$ cat src/include/pscr_defines.svh
// Offsets, reset values, field positions and scale constants of the bank
`ifndef PSCR_DEFINES_SVH
`define PSCR_DEFINES_SVH

`define PSCR_OFS_OFFSET_STAGE   8'h10
`define PSCR_OFS_BIAS_STAGE     8'h11
`define PSCR_OFS_AUX_TRIM       8'h14
`define PSCR_OFS_SKIP           8'h16
`define PSCR_OFS_USER_CFG       8'h17
`define PSCR_OFS_OPEN_LOOP      8'h18

`define PSCR_RST_OFFSET_STAGE   8'hC0
`define PSCR_RST_BIAS_STAGE     8'h00
`define PSCR_RST_AUX_TRIM       8'h00
`define PSCR_RST_SKIP           8'h00
`define PSCR_RST_USER_CFG       8'h02
`define PSCR_RST_OPEN_LOOP      8'h00

`define PSCR_STAGE_MSB          7
`define PSCR_STAGE_LSB          5
`define PSCR_LEVEL_MSB          4
`define PSCR_LEVEL_LSB          0
`define PSCR_SKIP_MSB           4
`define PSCR_CLK_RANGE_BIT      7
`define PSCR_LIMIT_BIT          5
`define PSCR_LIGHT_MSB          3
`define PSCR_OLV_MSB            7
`define PSCR_OLV_LSB            4
`define PSCR_USER_WR_MASK       8'hAF

`define PSCR_TRIM_BASE_MV       32'd1000
`define PSCR_TRIM_STEP_CMV      32'd1569
`define PSCR_TRIM_STEP_DIV      32'd100
`define PSCR_OLV_BASE_V         5'h03

`endif

$ cat src/include/pscr_pkg.sv
// Types shared by the sequencing and configuration register bank
package pscr_pkg;

  typedef enum logic [2:0] {
    PSCR_LIGHT_OFF       = 3'b000,
    PSCR_LIGHT_DUAL_3A   = 3'b001,
    PSCR_LIGHT_SINGLE_6A = 3'b010,
    PSCR_LIGHT_SINGLE_3A = 3'b011,
    PSCR_LIGHT_EXTERNAL  = 3'b100
  } pscr_light_mode_type;

  // Bit order matches the skip register, bit 4 down to bit 0
  typedef struct packed {
    logic aux_converter_three;
    logic aux_converter_one;
    logic aux_converter_two;
    logic mirror_supply_converter_one;
    logic mirror_supply_converter_two;
  } pscr_skip_type;

  typedef struct packed {
    logic [8:0]          offset_rail_stage_time_ms;
    logic [8:0]          bias_rail_stage_time_ms;
    logic                bias_rail_stage_skip;
    logic [4:0]          battery_warning_threshold_code;
    logic [10:0]         battery_warning_threshold_cv;
    logic [4:0]          lockout_threshold_code;
    logic [10:0]         lockout_threshold_cv;
    logic [7:0]          aux_converter_two_trim;
    logic [12:0]         aux_converter_two_mv;
    pscr_skip_type       skip_enable;
    logic                serial_clock_range_select;
    logic                external_lowside_limit_enable;
    pscr_light_mode_type light_mode;
    logic [3:0]          light_open_loop_voltage_code;
    logic [4:0]          light_open_loop_voltage_v;
  } pscr_ctrl_type;

  typedef struct packed {
    logic [7:0]    offset_stage;
    logic [7:0]    bias_stage;
    logic [7:0]    aux_trim;
    logic [7:0]    skip;
    logic [7:0]    user_cfg;
    logic [7:0]    open_loop;
    logic [7:0]    rdata;
    logic          rvalid;
    pscr_ctrl_type ctrl;
  } pscr_state_type;

endpackage : pscr_pkg

$ cat src/pscr_config_regs.sv
// Sequencing, threshold, trim and user configuration register bank
`timescale 1ns/100ps
`include "pscr_defines.svh"

// Notes on behaviour
// RL1 - Offset-rail stage field bits 7:5 picks 1,5,10,20,40,80,160,320 ms.
// RL2 - Bias-rail stage code 0 skips the stage; others give 5 to 320 ms.
// RL3 - Offset register bits 4:0 pick one of 32 battery warning levels.
// RL4 - Bias register bits 4:0 pick lockout level from the same table.
// RL5 - Aux buck two output is 1 V plus code times 15.69 mV.
// RL6 - Skip bits 4..0 enable skip for aux three, one, two, mirror one, two.
// RL7 - Skip register bits 7:5 are ignored on write.
// RL8 - User bit 7 selects serial clock range; host keeps its clock inside.
// RL9 - User bit 5 enables external low-side switch current limiting.
// RL10 - Light config is upper source bit above user bits 3:0.
// RL11 - Upper bit set: xx00 off, x110 dual, 0010 single 6A, 1010 single 3A.
// RL12 - Upper bit clear: lowest bit set external, else same decode by bits 3:1.
// RL13 - Open-loop voltage field bits 7:4 gives 3 V plus code volts.
// RL14 - Offset stage register at 0x10, read-write, resets to 0xC0.
// RL15 - Every register resets to its value and holds writes until next write.
// RL16 - Reserved bits read zero and writes to them change nothing; open-loop register bits 3:0 are stored and read back as written.
module pscr_config_regs
  import pscr_pkg::*;
(
  input  wire logic          CLK,
  input  wire logic          SYS_RST,
  input  wire logic [7:0]    REG_ADDR,
  input  wire logic          REG_WR,
  input  wire logic          REG_RD,
  input  wire logic [7:0]    REG_WDATA,
  output logic      [7:0]    REG_RDATA,
  output logic               REG_RVALID,
  input  wire logic          LIGHT_CFG_UPPER_SOURCE,
  output pscr_ctrl_type      CTRL
);

  localparam logic [10:0] LEVEL_CV [32] = '{
    11'h189, 11'h250, 11'h26D, 11'h278, 11'h283, 11'h28F, 11'h29B, 11'h2B5,
    11'h2D7, 11'h2E7, 11'h31B, 11'h34E, 11'h37D, 11'h3B3, 11'h3E0, 11'h412,
    11'h446, 11'h47A, 11'h4A8, 11'h4DA, 11'h511, 11'h53E, 11'h56F, 11'h5A3,
    11'h5D8, 11'h60B, 11'h637, 11'h665, 11'h697, 11'h6CC, 11'h704, 11'h731};

  localparam logic [8:0] STAGE_MS [8] = '{
    9'h001, 9'h005, 9'h00A, 9'h014, 9'h028, 9'h050, 9'h0A0, 9'h140};

  // Shared by both threshold selections
  function automatic logic [10:0] level_cv(input logic [4:0] code);
    level_cv = LEVEL_CV[code];
  endfunction : level_cv

  function automatic logic [12:0] trim_mv(input logic [7:0] code);
    logic [31:0] prod;
    prod = `PSCR_TRIM_BASE_MV + (32'(code) * `PSCR_TRIM_STEP_CMV) / `PSCR_TRIM_STEP_DIV;
    trim_mv = prod[12:0];
  endfunction : trim_mv

  // Codes with upper bit set and lowest bit set are undefined; held off
  function automatic pscr_light_mode_type light_decode(
    input logic       upper,
    input logic [3:0] low
  );
    light_decode = PSCR_LIGHT_OFF;
    if (!upper && low[0]) begin
      light_decode = PSCR_LIGHT_EXTERNAL; // [RL12]
    end else if (!low[0] && low[1]) begin
      if (low[2]) begin
        light_decode = PSCR_LIGHT_DUAL_3A; // [RL11] [RL12]
      end else if (low[3]) begin
        light_decode = PSCR_LIGHT_SINGLE_3A; // [RL11] [RL12]
      end else begin
        light_decode = PSCR_LIGHT_SINGLE_6A; // [RL11] [RL12]
      end
    end
  endfunction : light_decode

  function automatic pscr_ctrl_type decode(
    input pscr_state_type s,
    input logic           upper
  );
    logic [2:0] bias_code;
    bias_code = s.bias_stage[`PSCR_STAGE_MSB:`PSCR_STAGE_LSB];
    decode = '0;
    decode.offset_rail_stage_time_ms =
      STAGE_MS[s.offset_stage[`PSCR_STAGE_MSB:`PSCR_STAGE_LSB]]; // [RL1]
    decode.bias_rail_stage_skip = (bias_code == 3'h0); // [RL2]
    decode.bias_rail_stage_time_ms =
      (bias_code == 3'h0) ? 9'h000 : STAGE_MS[bias_code]; // [RL2]
    decode.battery_warning_threshold_code =
      s.offset_stage[`PSCR_LEVEL_MSB:`PSCR_LEVEL_LSB];
    decode.battery_warning_threshold_cv =
      level_cv(s.offset_stage[`PSCR_LEVEL_MSB:`PSCR_LEVEL_LSB]); // [RL3]
    decode.lockout_threshold_code =
      s.bias_stage[`PSCR_LEVEL_MSB:`PSCR_LEVEL_LSB];
    decode.lockout_threshold_cv =
      level_cv(s.bias_stage[`PSCR_LEVEL_MSB:`PSCR_LEVEL_LSB]); // [RL4]
    decode.aux_converter_two_trim = s.aux_trim;
    decode.aux_converter_two_mv = trim_mv(s.aux_trim); // [RL5]
    decode.skip_enable = s.skip[`PSCR_SKIP_MSB:0]; // [RL6]
    decode.serial_clock_range_select = s.user_cfg[`PSCR_CLK_RANGE_BIT]; // [RL8]
    decode.external_lowside_limit_enable = s.user_cfg[`PSCR_LIMIT_BIT]; // [RL9]
    decode.light_mode =
      light_decode(upper, s.user_cfg[`PSCR_LIGHT_MSB:0]); // [RL10]
    decode.light_open_loop_voltage_code =
      s.open_loop[`PSCR_OLV_MSB:`PSCR_OLV_LSB];
    decode.light_open_loop_voltage_v = `PSCR_OLV_BASE_V +
      5'(s.open_loop[`PSCR_OLV_MSB:`PSCR_OLV_LSB]); // [RL13]
  endfunction : decode

  // Reset image; control outputs are the decode of it with upper bit clear
  function automatic pscr_state_type reset_image();
    pscr_state_type img;
    img = '0;
    img.offset_stage = `PSCR_RST_OFFSET_STAGE; // [RL14] [RL15]
    img.bias_stage = `PSCR_RST_BIAS_STAGE; // [RL15]
    img.aux_trim = `PSCR_RST_AUX_TRIM; // [RL15]
    img.skip = `PSCR_RST_SKIP; // [RL15]
    img.user_cfg = `PSCR_RST_USER_CFG; // [RL15]
    img.open_loop = `PSCR_RST_OPEN_LOOP; // [RL15]
    img.ctrl = decode(img, 1'b0);
    reset_image = img;
  endfunction : reset_image

  // Constant image keeps the asynchronous reset branch free of logic
  localparam pscr_state_type STATE_RST = reset_image();

  pscr_state_type state_reg;
  pscr_state_type state_next;

  always_comb begin
    state_next = state_reg;
    state_next.rvalid = REG_RD;
    if (REG_RD) begin
      // Read returns the value held before a same-cycle write
      case (REG_ADDR)
        `PSCR_OFS_OFFSET_STAGE: state_next.rdata = state_reg.offset_stage;
        `PSCR_OFS_BIAS_STAGE:   state_next.rdata = state_reg.bias_stage;
        `PSCR_OFS_AUX_TRIM:     state_next.rdata = state_reg.aux_trim;
        `PSCR_OFS_SKIP:         state_next.rdata = state_reg.skip;
        `PSCR_OFS_USER_CFG:     state_next.rdata = state_reg.user_cfg;
        `PSCR_OFS_OPEN_LOOP:    state_next.rdata = state_reg.open_loop;
        default:                state_next.rdata = 8'h00;
      endcase
    end
    if (REG_WR) begin
      case (REG_ADDR)
        `PSCR_OFS_OFFSET_STAGE: state_next.offset_stage = REG_WDATA; // [RL14] [RL15]
        `PSCR_OFS_BIAS_STAGE:   state_next.bias_stage = REG_WDATA; // [RL15]
        `PSCR_OFS_AUX_TRIM:     state_next.aux_trim = REG_WDATA; // [RL15]
        `PSCR_OFS_SKIP: begin
          // Upper bits dropped so they never steer and always read zero
          state_next.skip = {3'h0, REG_WDATA[`PSCR_SKIP_MSB:0]}; // [RL7] [RL16]
        end
        `PSCR_OFS_USER_CFG: begin
          state_next.user_cfg = REG_WDATA & `PSCR_USER_WR_MASK; // [RL16]
        end
        `PSCR_OFS_OPEN_LOOP:    state_next.open_loop = REG_WDATA; // [RL15]
        default: begin
          state_next.open_loop = state_reg.open_loop;
        end
      endcase
    end
    // Decoded outputs follow the new register values on the same edge
    state_next.ctrl = decode(state_next, LIGHT_CFG_UPPER_SOURCE);
  end

  always_ff @(posedge CLK or posedge SYS_RST) begin
    if (SYS_RST) begin
      state_reg <= STATE_RST; // [RL15]
    end else begin
      state_reg <= state_next;
    end
  end

  assign REG_RDATA  = state_reg.rdata;
  assign REG_RVALID = state_reg.rvalid;
  assign CTRL       = state_reg.ctrl;

endmodule : pscr_config_regs

$ cat config.mk
export PLATFORM = sky130hd
export DESIGN_NAME = pscr_config_regs
export DESIGN_NICKNAME = d
export VERILOG_FILES = /design/src/include/pscr_pkg.sv /design/src/pscr_config_regs.sv
export VERILOG_INCLUDE_DIRS = /design/src /design/src/include
export SDC_FILE = /design/constraint.sdc
export NUM_CORES = 1
export LEC_CHECK = 0
export BUFFER_PORTS_ARGS = -buffer_cell sky130_fd_sc_hd__buf_2
export CAP_MARGIN = 20
export CELL_PAD_IN_SITES_DETAIL_PLACEMENT = 1
export CELL_PAD_IN_SITES_GLOBAL_PLACEMENT = 2
export CORE_ASPECT_RATIO = 2
export CORE_UTILIZATION = 37
export CTS_CLUSTER_SIZE = 16
export DETAILED_ROUTE_END_ITERATION = 10
export GPL_TIMING_DRIVEN = 0
export PLACE_DENSITY = 0.87
export SLEW_MARGIN = 5
export SYNTH_ARGS = -nofsm -noshare
export SYNTH_HDL_FRONTEND = slang
export SYNTH_SLANG_ARGS = --single-unit
$ cat constraint.sdc
create_clock -name CLK -period 11.9 [get_ports CLK]
set_input_delay 1.785 -clock CLK [delete_from_list [all_inputs] [get_ports CLK]]
set_output_delay 1.785 -clock CLK [all_outputs]
set_load 0.05 [all_outputs]
### Yosys cells after proc, flatten, opt, wreduce, memory -nomap -nowiden

Memories as Yosys holds them, arrays and structs flattened. A register that Yosys moved wholly into a read port is not among the register bits.
Index checks and enable logic that the tools add are counted.

| operators by class | value |
|---|---|
| divide/modulo/power cells | 1 |
| multiplexer cells | 15 |
| reduce and logical (&&, ||, !) cells | 6 |
| add/subtract/negate cells | 2 |
| $lt $le $gt $ge | 1 |
| bitwise logic cells | 4 |
| shift operators | 0 |
| equal/unequal tests | 6 |
| multipliers | 1 |

Operator list:

| cell | number |
|---|---|
| 8-bit by 5-bit == test with 1-bit output (second input constant) | 6 |
| 48-bit two-way mux | 1 |
| 8-bit one-hot mux with 6 select lines | 1 |
| 8-bit two-way mux | 5 |
| 19-bit by 7-bit divider with 32-bit output (second input constant) | 1 |
| 9-bit two-way mux | 3 |
| 8-bit by 11-bit multiplier with 19-bit output (second input constant) | 1 |
| 10-bit by 13-bit adder with 13-bit output (first input constant) | 1 |
| 5-bit NOT with 6-bit output | 2 |
| 3-bit NOT with 4-bit output | 2 |
| 2-bit by 4-bit adder with 5-bit output (first input constant) | 1 |
| 5-bit two-way mux | 1 |
| 4-bit >= comparator (second input constant) | 1 |
| 2-bit two-way mux | 2 |
| 3-bit zero test | 1 |
| 3-bit two-way mux | 1 |
| 1-bit logical AND | 2 |
| 1-bit zero test | 2 |
| 2-bit AND reduction | 1 |
| 1-bit two-way mux | 1 |

| word-level totals | value |
|---|---|
| RAM bits | 0 |
| memory bits (read-only) | 848 |
| bits in latches | 0 |
| input port bits | 21 |
| register bits | 100 |
| memories | 4 |

Memories:

| memory | words | bits a word | read ports | clocked after Yosys merged registers in | wr ports | line | RTL |
|---|---|---|---|---|---|---|---|
| (no name shown) | 32 | 11 | 1 | 1 | 0 | pscr_config_regs.sv:48 | `level_cv = LEVEL_CV[code];` |
| (no name shown) | 32 | 11 | 1 | 1 | 0 | pscr_config_regs.sv:48 |  |
| (no name shown) | 8 | 9 | 1 | 0 | 0 | pscr_config_regs.sv:87 | `(bias_code == 3'h0) ? 9'h000 : STAGE_MS[bias_code];` |
| (no name shown) | 8 | 9 | 1 | 1 | 0 | pscr_config_regs.sv:84 | `` STAGE_MS[s.offset_stage[`PSCR_STAGE_MSB:`PSCR_STAGE_LSB]]; `` |

### Longest topological paths before layout

| depth | value |
|---|---|
| depth in word-level cells | 8 |
| mapped depth | 48 |

### Least setup slack after synthesis

OpenSTA, ideal clock, no wires.

| path | value |
|---|---|
| path type | in2reg |
| start | input port REG_ADDR[5] |
| end | register state_reg, in the netlist CTRL[20] |
| path slack | -1.109 ns |
| stages on the path | 47 |
| arrival | 12.884 ns |
| setup time | 0.124 ns |
| cells stage by stage | or4b_2 > or3_1 > clkbuf_1 > nor3b_1 > nand2_1 > mux2_2 > inv_1 > ha_1 > ha_1 > fa_1 > ha_1 > ha_1 > buf_2 > o21a_1 > nor2_1 > a32o_1 > or2_1 > clkbuf_1 > [11 not listed] > and3_1 > buf_2 > o31a_1 > a2111oi_4 > nor3_2 > a211oi_2 > mux2i_2 > nor2_1 > and4_1 > o32ai_2 > a2bb2oi_2 > inv_2 > mux2_2 > a2111oi_0 > a211o_1 > or2_1 > nor3_1 > or2_1 |

RTL lines:

| element | line | RTL |
|---|---|---|
| from (decl) | pscr_config_regs.sv:27 | `input wire logic [7:0] REG_ADDR,` |
| to (signal assigned) | pscr_config_regs.sv:170 | `state_reg <= state_next;` |
| to (decl) | pscr_config_regs.sv:126 | `pscr_state_type state_reg;` |

==> results by group <==
Placed design
  • Port bufs: ~120
  • Post-DP HPWL: ~28 mm
  • Final Wtd Congestion: slightly above 0.9
  • Placed cells: 1663
  • Area after DPL: between 0.01 and 0.015 mm²

Final layout
  • Fill count: roughly 3100
  • Fin nets: about 1500
  • Finished Cell Area: approximately 0.015 mm²
  • Share of layout cells above drive strength 1: 46.88%
  • Max reg flops: 82
  • Area grow syn2layout: 43.54%
  • Sequential cell area: 0.002882 mm²
  • Multi-input gate area: ~0.0080 mm²
  • # diodes: 0
  • Non-Filler Instances: around 1800

Routing
  • Total wire length: between 40 and 50 mm
  • Final ANT Viol Nets: 0
  • Iter 0 DRT Violations: slightly below 500
  • Vias per Instance: 5.914
  • Via Count: approximately 11000
  • DRC violations left: 0
  • Wire length per cell: 22.59 µm
  • Detailed Routing Iterations Pass 1: 7

Run status
  • Status: finished, violations left
  • Failing checks: negative setup slack

Critical path
  • Worst Path Buf+Inv: 7
  • Worst setup EP type: flip-flop
  • CP required: between 10 and 15 ns
  • FF-to-FF End: CTRL[20]
  • R2R depth: 42
  • Largest delay share family, worst path: compound AO/OA/AOI/OAI gates
  • Reg-to-reg critical path startpoint: CTRL[34]
  • Levels on crit path: 47
  • FF-to-FF setup slack: around 1.4 ns
  • Critical Path AT: roughly 13 ns
  • Crit Path Max Fanout: 8
  • Critical Path Start Type: input pin
  • Crit path largest cell delay: about 0.57 ns
  • Worst Setup SP: REG_ADDR[5]
  • Type of the worst setup path: input pin to flip-flop
  • Critical Path End: CTRL[20]
  • CP max-delay cell: fa_2

Die
  • Core box area: 0.02744 mm²
  • Die ar.: between 0.02 and 0.03 mm²
  • Die X: approximately 120 µm
  • Std-Cell Rows: 86
  • I/O Pins: between 100 and 150
  • Initial core utilization: around 38%
  • Die Height: roughly 240 µm

STA
  • Clock skew: approximately 0.013 ns
  • Fin worst setup slack: -1.140 ns
  • RSZ-0062 raised after global routing: true
  • Slew HR: between 30% and 40%
  • Final Max Slew Viols: 0
  • FMAX: approximately 0.077 GHz
  • Period utilisation layout: 109.6%
  • Fin. Hold Viols: 0
  • Setup violators final: 12
  • Slew @ Worst Pin: between 0.9 and 1 ns
  • Min Hold Slack: between 0.5 and 0.6 ns
  • Min Tclk post-route: ~13 ns
  • TNS Setup: -6.455 ns

Synthesis
  • Area contributors post-synth: dfrtp_1 22%, buf_4 7.3%, ha_1 7.2%
  • Syn Nets: between 1000 and 1500
  • Mapped Avg Cell Area: between 8 and 9 µm²
  • Yosys warnings: 0
  • Synth Register Bits: 114
  • Ys async rst share: 100.0%
  • Unique masters post-synth: around 110
  • Yosys top cell area share: 22.11%
  • Most used DFF post-synth: dfrtp_1
  • Gate Count Post-Synth: between 1000 and 1500
  • Sequential share of the synthesized area: 27.98%
  • Most frequent cells after synthesis: 110 x nor2_1, 100 x buf_4, 100 x nand2_1, 91 x dfrtp_1, 66 x a21oi_1
  • Count leader, synth: nor2_1
  • EDFF count, synth: 0
  • Synth area leader: dfrtp_1
  • Area of the mapped netlist: ~0.01 mm²

Power and ir drop
  • Pwr/cell area: 336.6 mW/mm²
  • Leak pwr: between 0.006 and 0.007 µW
  • Peak VDD IR: ~0.36 mV

Worst hold path
  • Worst hold path class: flip-flop to flip-flop

Global routing
  • Largest net degree at the start of global routing: 74
  • First-pass GRT wire length: approximately 60 mm
  • Antenna violations before repair: 0
  • Total congestion overflow: 0
  • GRT Overall Usage: a little over a quarter
  • Vias in the first global route: 11240

Clock network
  • Clk sinks: 114
  • CTS Buf Count: 17
  • Cts hold-fix bufs: 0
  • Max Root-Sink Buffers: 2
  • Worst-Skew Late Latency: around 0.44 ns
  • CTS Root Buffer Type: clkbuf_16
  • CTS tree: built
  • Htree depth: 4
  • Worst-path clk slew: about 0.07 ns

Flow run
  • Maxcap violations: 0
## how the worst min path moves through the flow
stage,startpoint,end,slack [ns],depth (start not counted)
final,state_reg[100],state_reg[100],0.53,1
after global routing,state_reg[100],state_reg[100],0.55,1
after CTS,state_reg[100],state_reg[100],0.52,1
after detailed placement,state_reg[101],state_reg[101],0.50,1
after global placement,state_reg[103],state_reg[103],0.49,1
after floorplan,CTRL[5],CTRL[0],0.48,1
## stage by stage
step,util [%],power (µW),worst slack (ns)
floorplan,-,2363,-0.3004
global placement,42.20,2880,-2.701
detailed placement,42.36,2916,-2.876
CTS,50.65,4247,-0.6077
global route,53.88,5209,-1.396
finish,53.88,4976,-1.140
## per-layer routing
layer  vias up  routed length, µm  global-route usage, %
li1       4834                  -                      -
met1      5299              12890                  23.02
met2       374              23690                  55.52
met3       191               1250                  3.035
met4         0               3032                  17.92
met5         -                  0                      0
## final cells by class
| class | instances | area share (%) |
|---|---|---|
| multi-input combinational | 894 | 54.43 |
| sequential | 114 | 19.49 |
| timing repair buffer | 238 | 11.10 |
| buffer | 132 | 6.153 |
| tap | 352 | 2.979 |
| clock buffer | 17 | 2.877 |
| clock inverter | 15 | 1.701 |
| inverter | 47 | 1.261 |
## logic make-up (layout without fill, tap and decap cells)
group           after synthesis  in the layout  synth area share (%)
compound gates              351            351                 25.46
fa+ha+maj                    62             62                 7.750
mux                          74             75                 7.944
flops                       114            114                 27.98
xor+xnor                     32             32                 2.794
buf+inv                     184            449                 10.54
simple gates                374            374                 17.53
## power by group
part           total (µW)  internal (µW)  switching, µW
clock network         602            395            207
logic                3900           1690           2210
registers             477            460           16.9
## cells in the final DEF (no fill, tap or decap), types with 10 or more instances in the layout
master | synthesis | layout
a21oi_2 | 3 | 14
o22ai_1 | 14 | 12
a221oi_1 | 12 | 10
o211ai_1 | 10 | 10
mux2_2 | 31 | 22
mux2_4 | 2 | 12
a21o_1 | 19 | 16
o21ai_0 | 46 | 40
buf_6 | 1 | 16
dfstp_2 | 23 | 23
nor3_4 | 1 | 10
a21oi_1 | 66 | 48
nor3_1 | 37 | 24
mux2i_1 | 38 | 29
xnor2_1 | 20 | 16
ha_1 | 59 | 49
buf_4 | 100 | 201
nand2_1 | 100 | 90
nor2_1 | 110 | 93
buf_2 | 9 | 121
a211oi_1 | 20 | 11
a31oi_1 | 19 | 12
clkbuf_1 | 26 | 22
inv_1 | 45 | 40
nand3_1 | 34 | 30
dfrtp_1 | 91 | 91
nor2_2 | 0 | 10
clkbuf_16 | 0 | 17
o21ai_1 | 11 | 10
## worst reg2reg max path: cells and delay by family (launching register included)
family / cells / cell delay [ns]
fa+ha+maj: 5 / 1.45
compound gates: 16 / 4.17
simple gates: 12 / 2.61
flops: 1 / 0.41
buf+inv: 6 / 0.78
mux: 3 / 1.01
## repair_timing
item	in CTS	in global routing
resized for setup	185	109
setup buffers	77	43
pin swaps	63	72
endpoints found under the setup margin	13	13
gates cloned	1	0
Power figures use the tool's default switching activity.
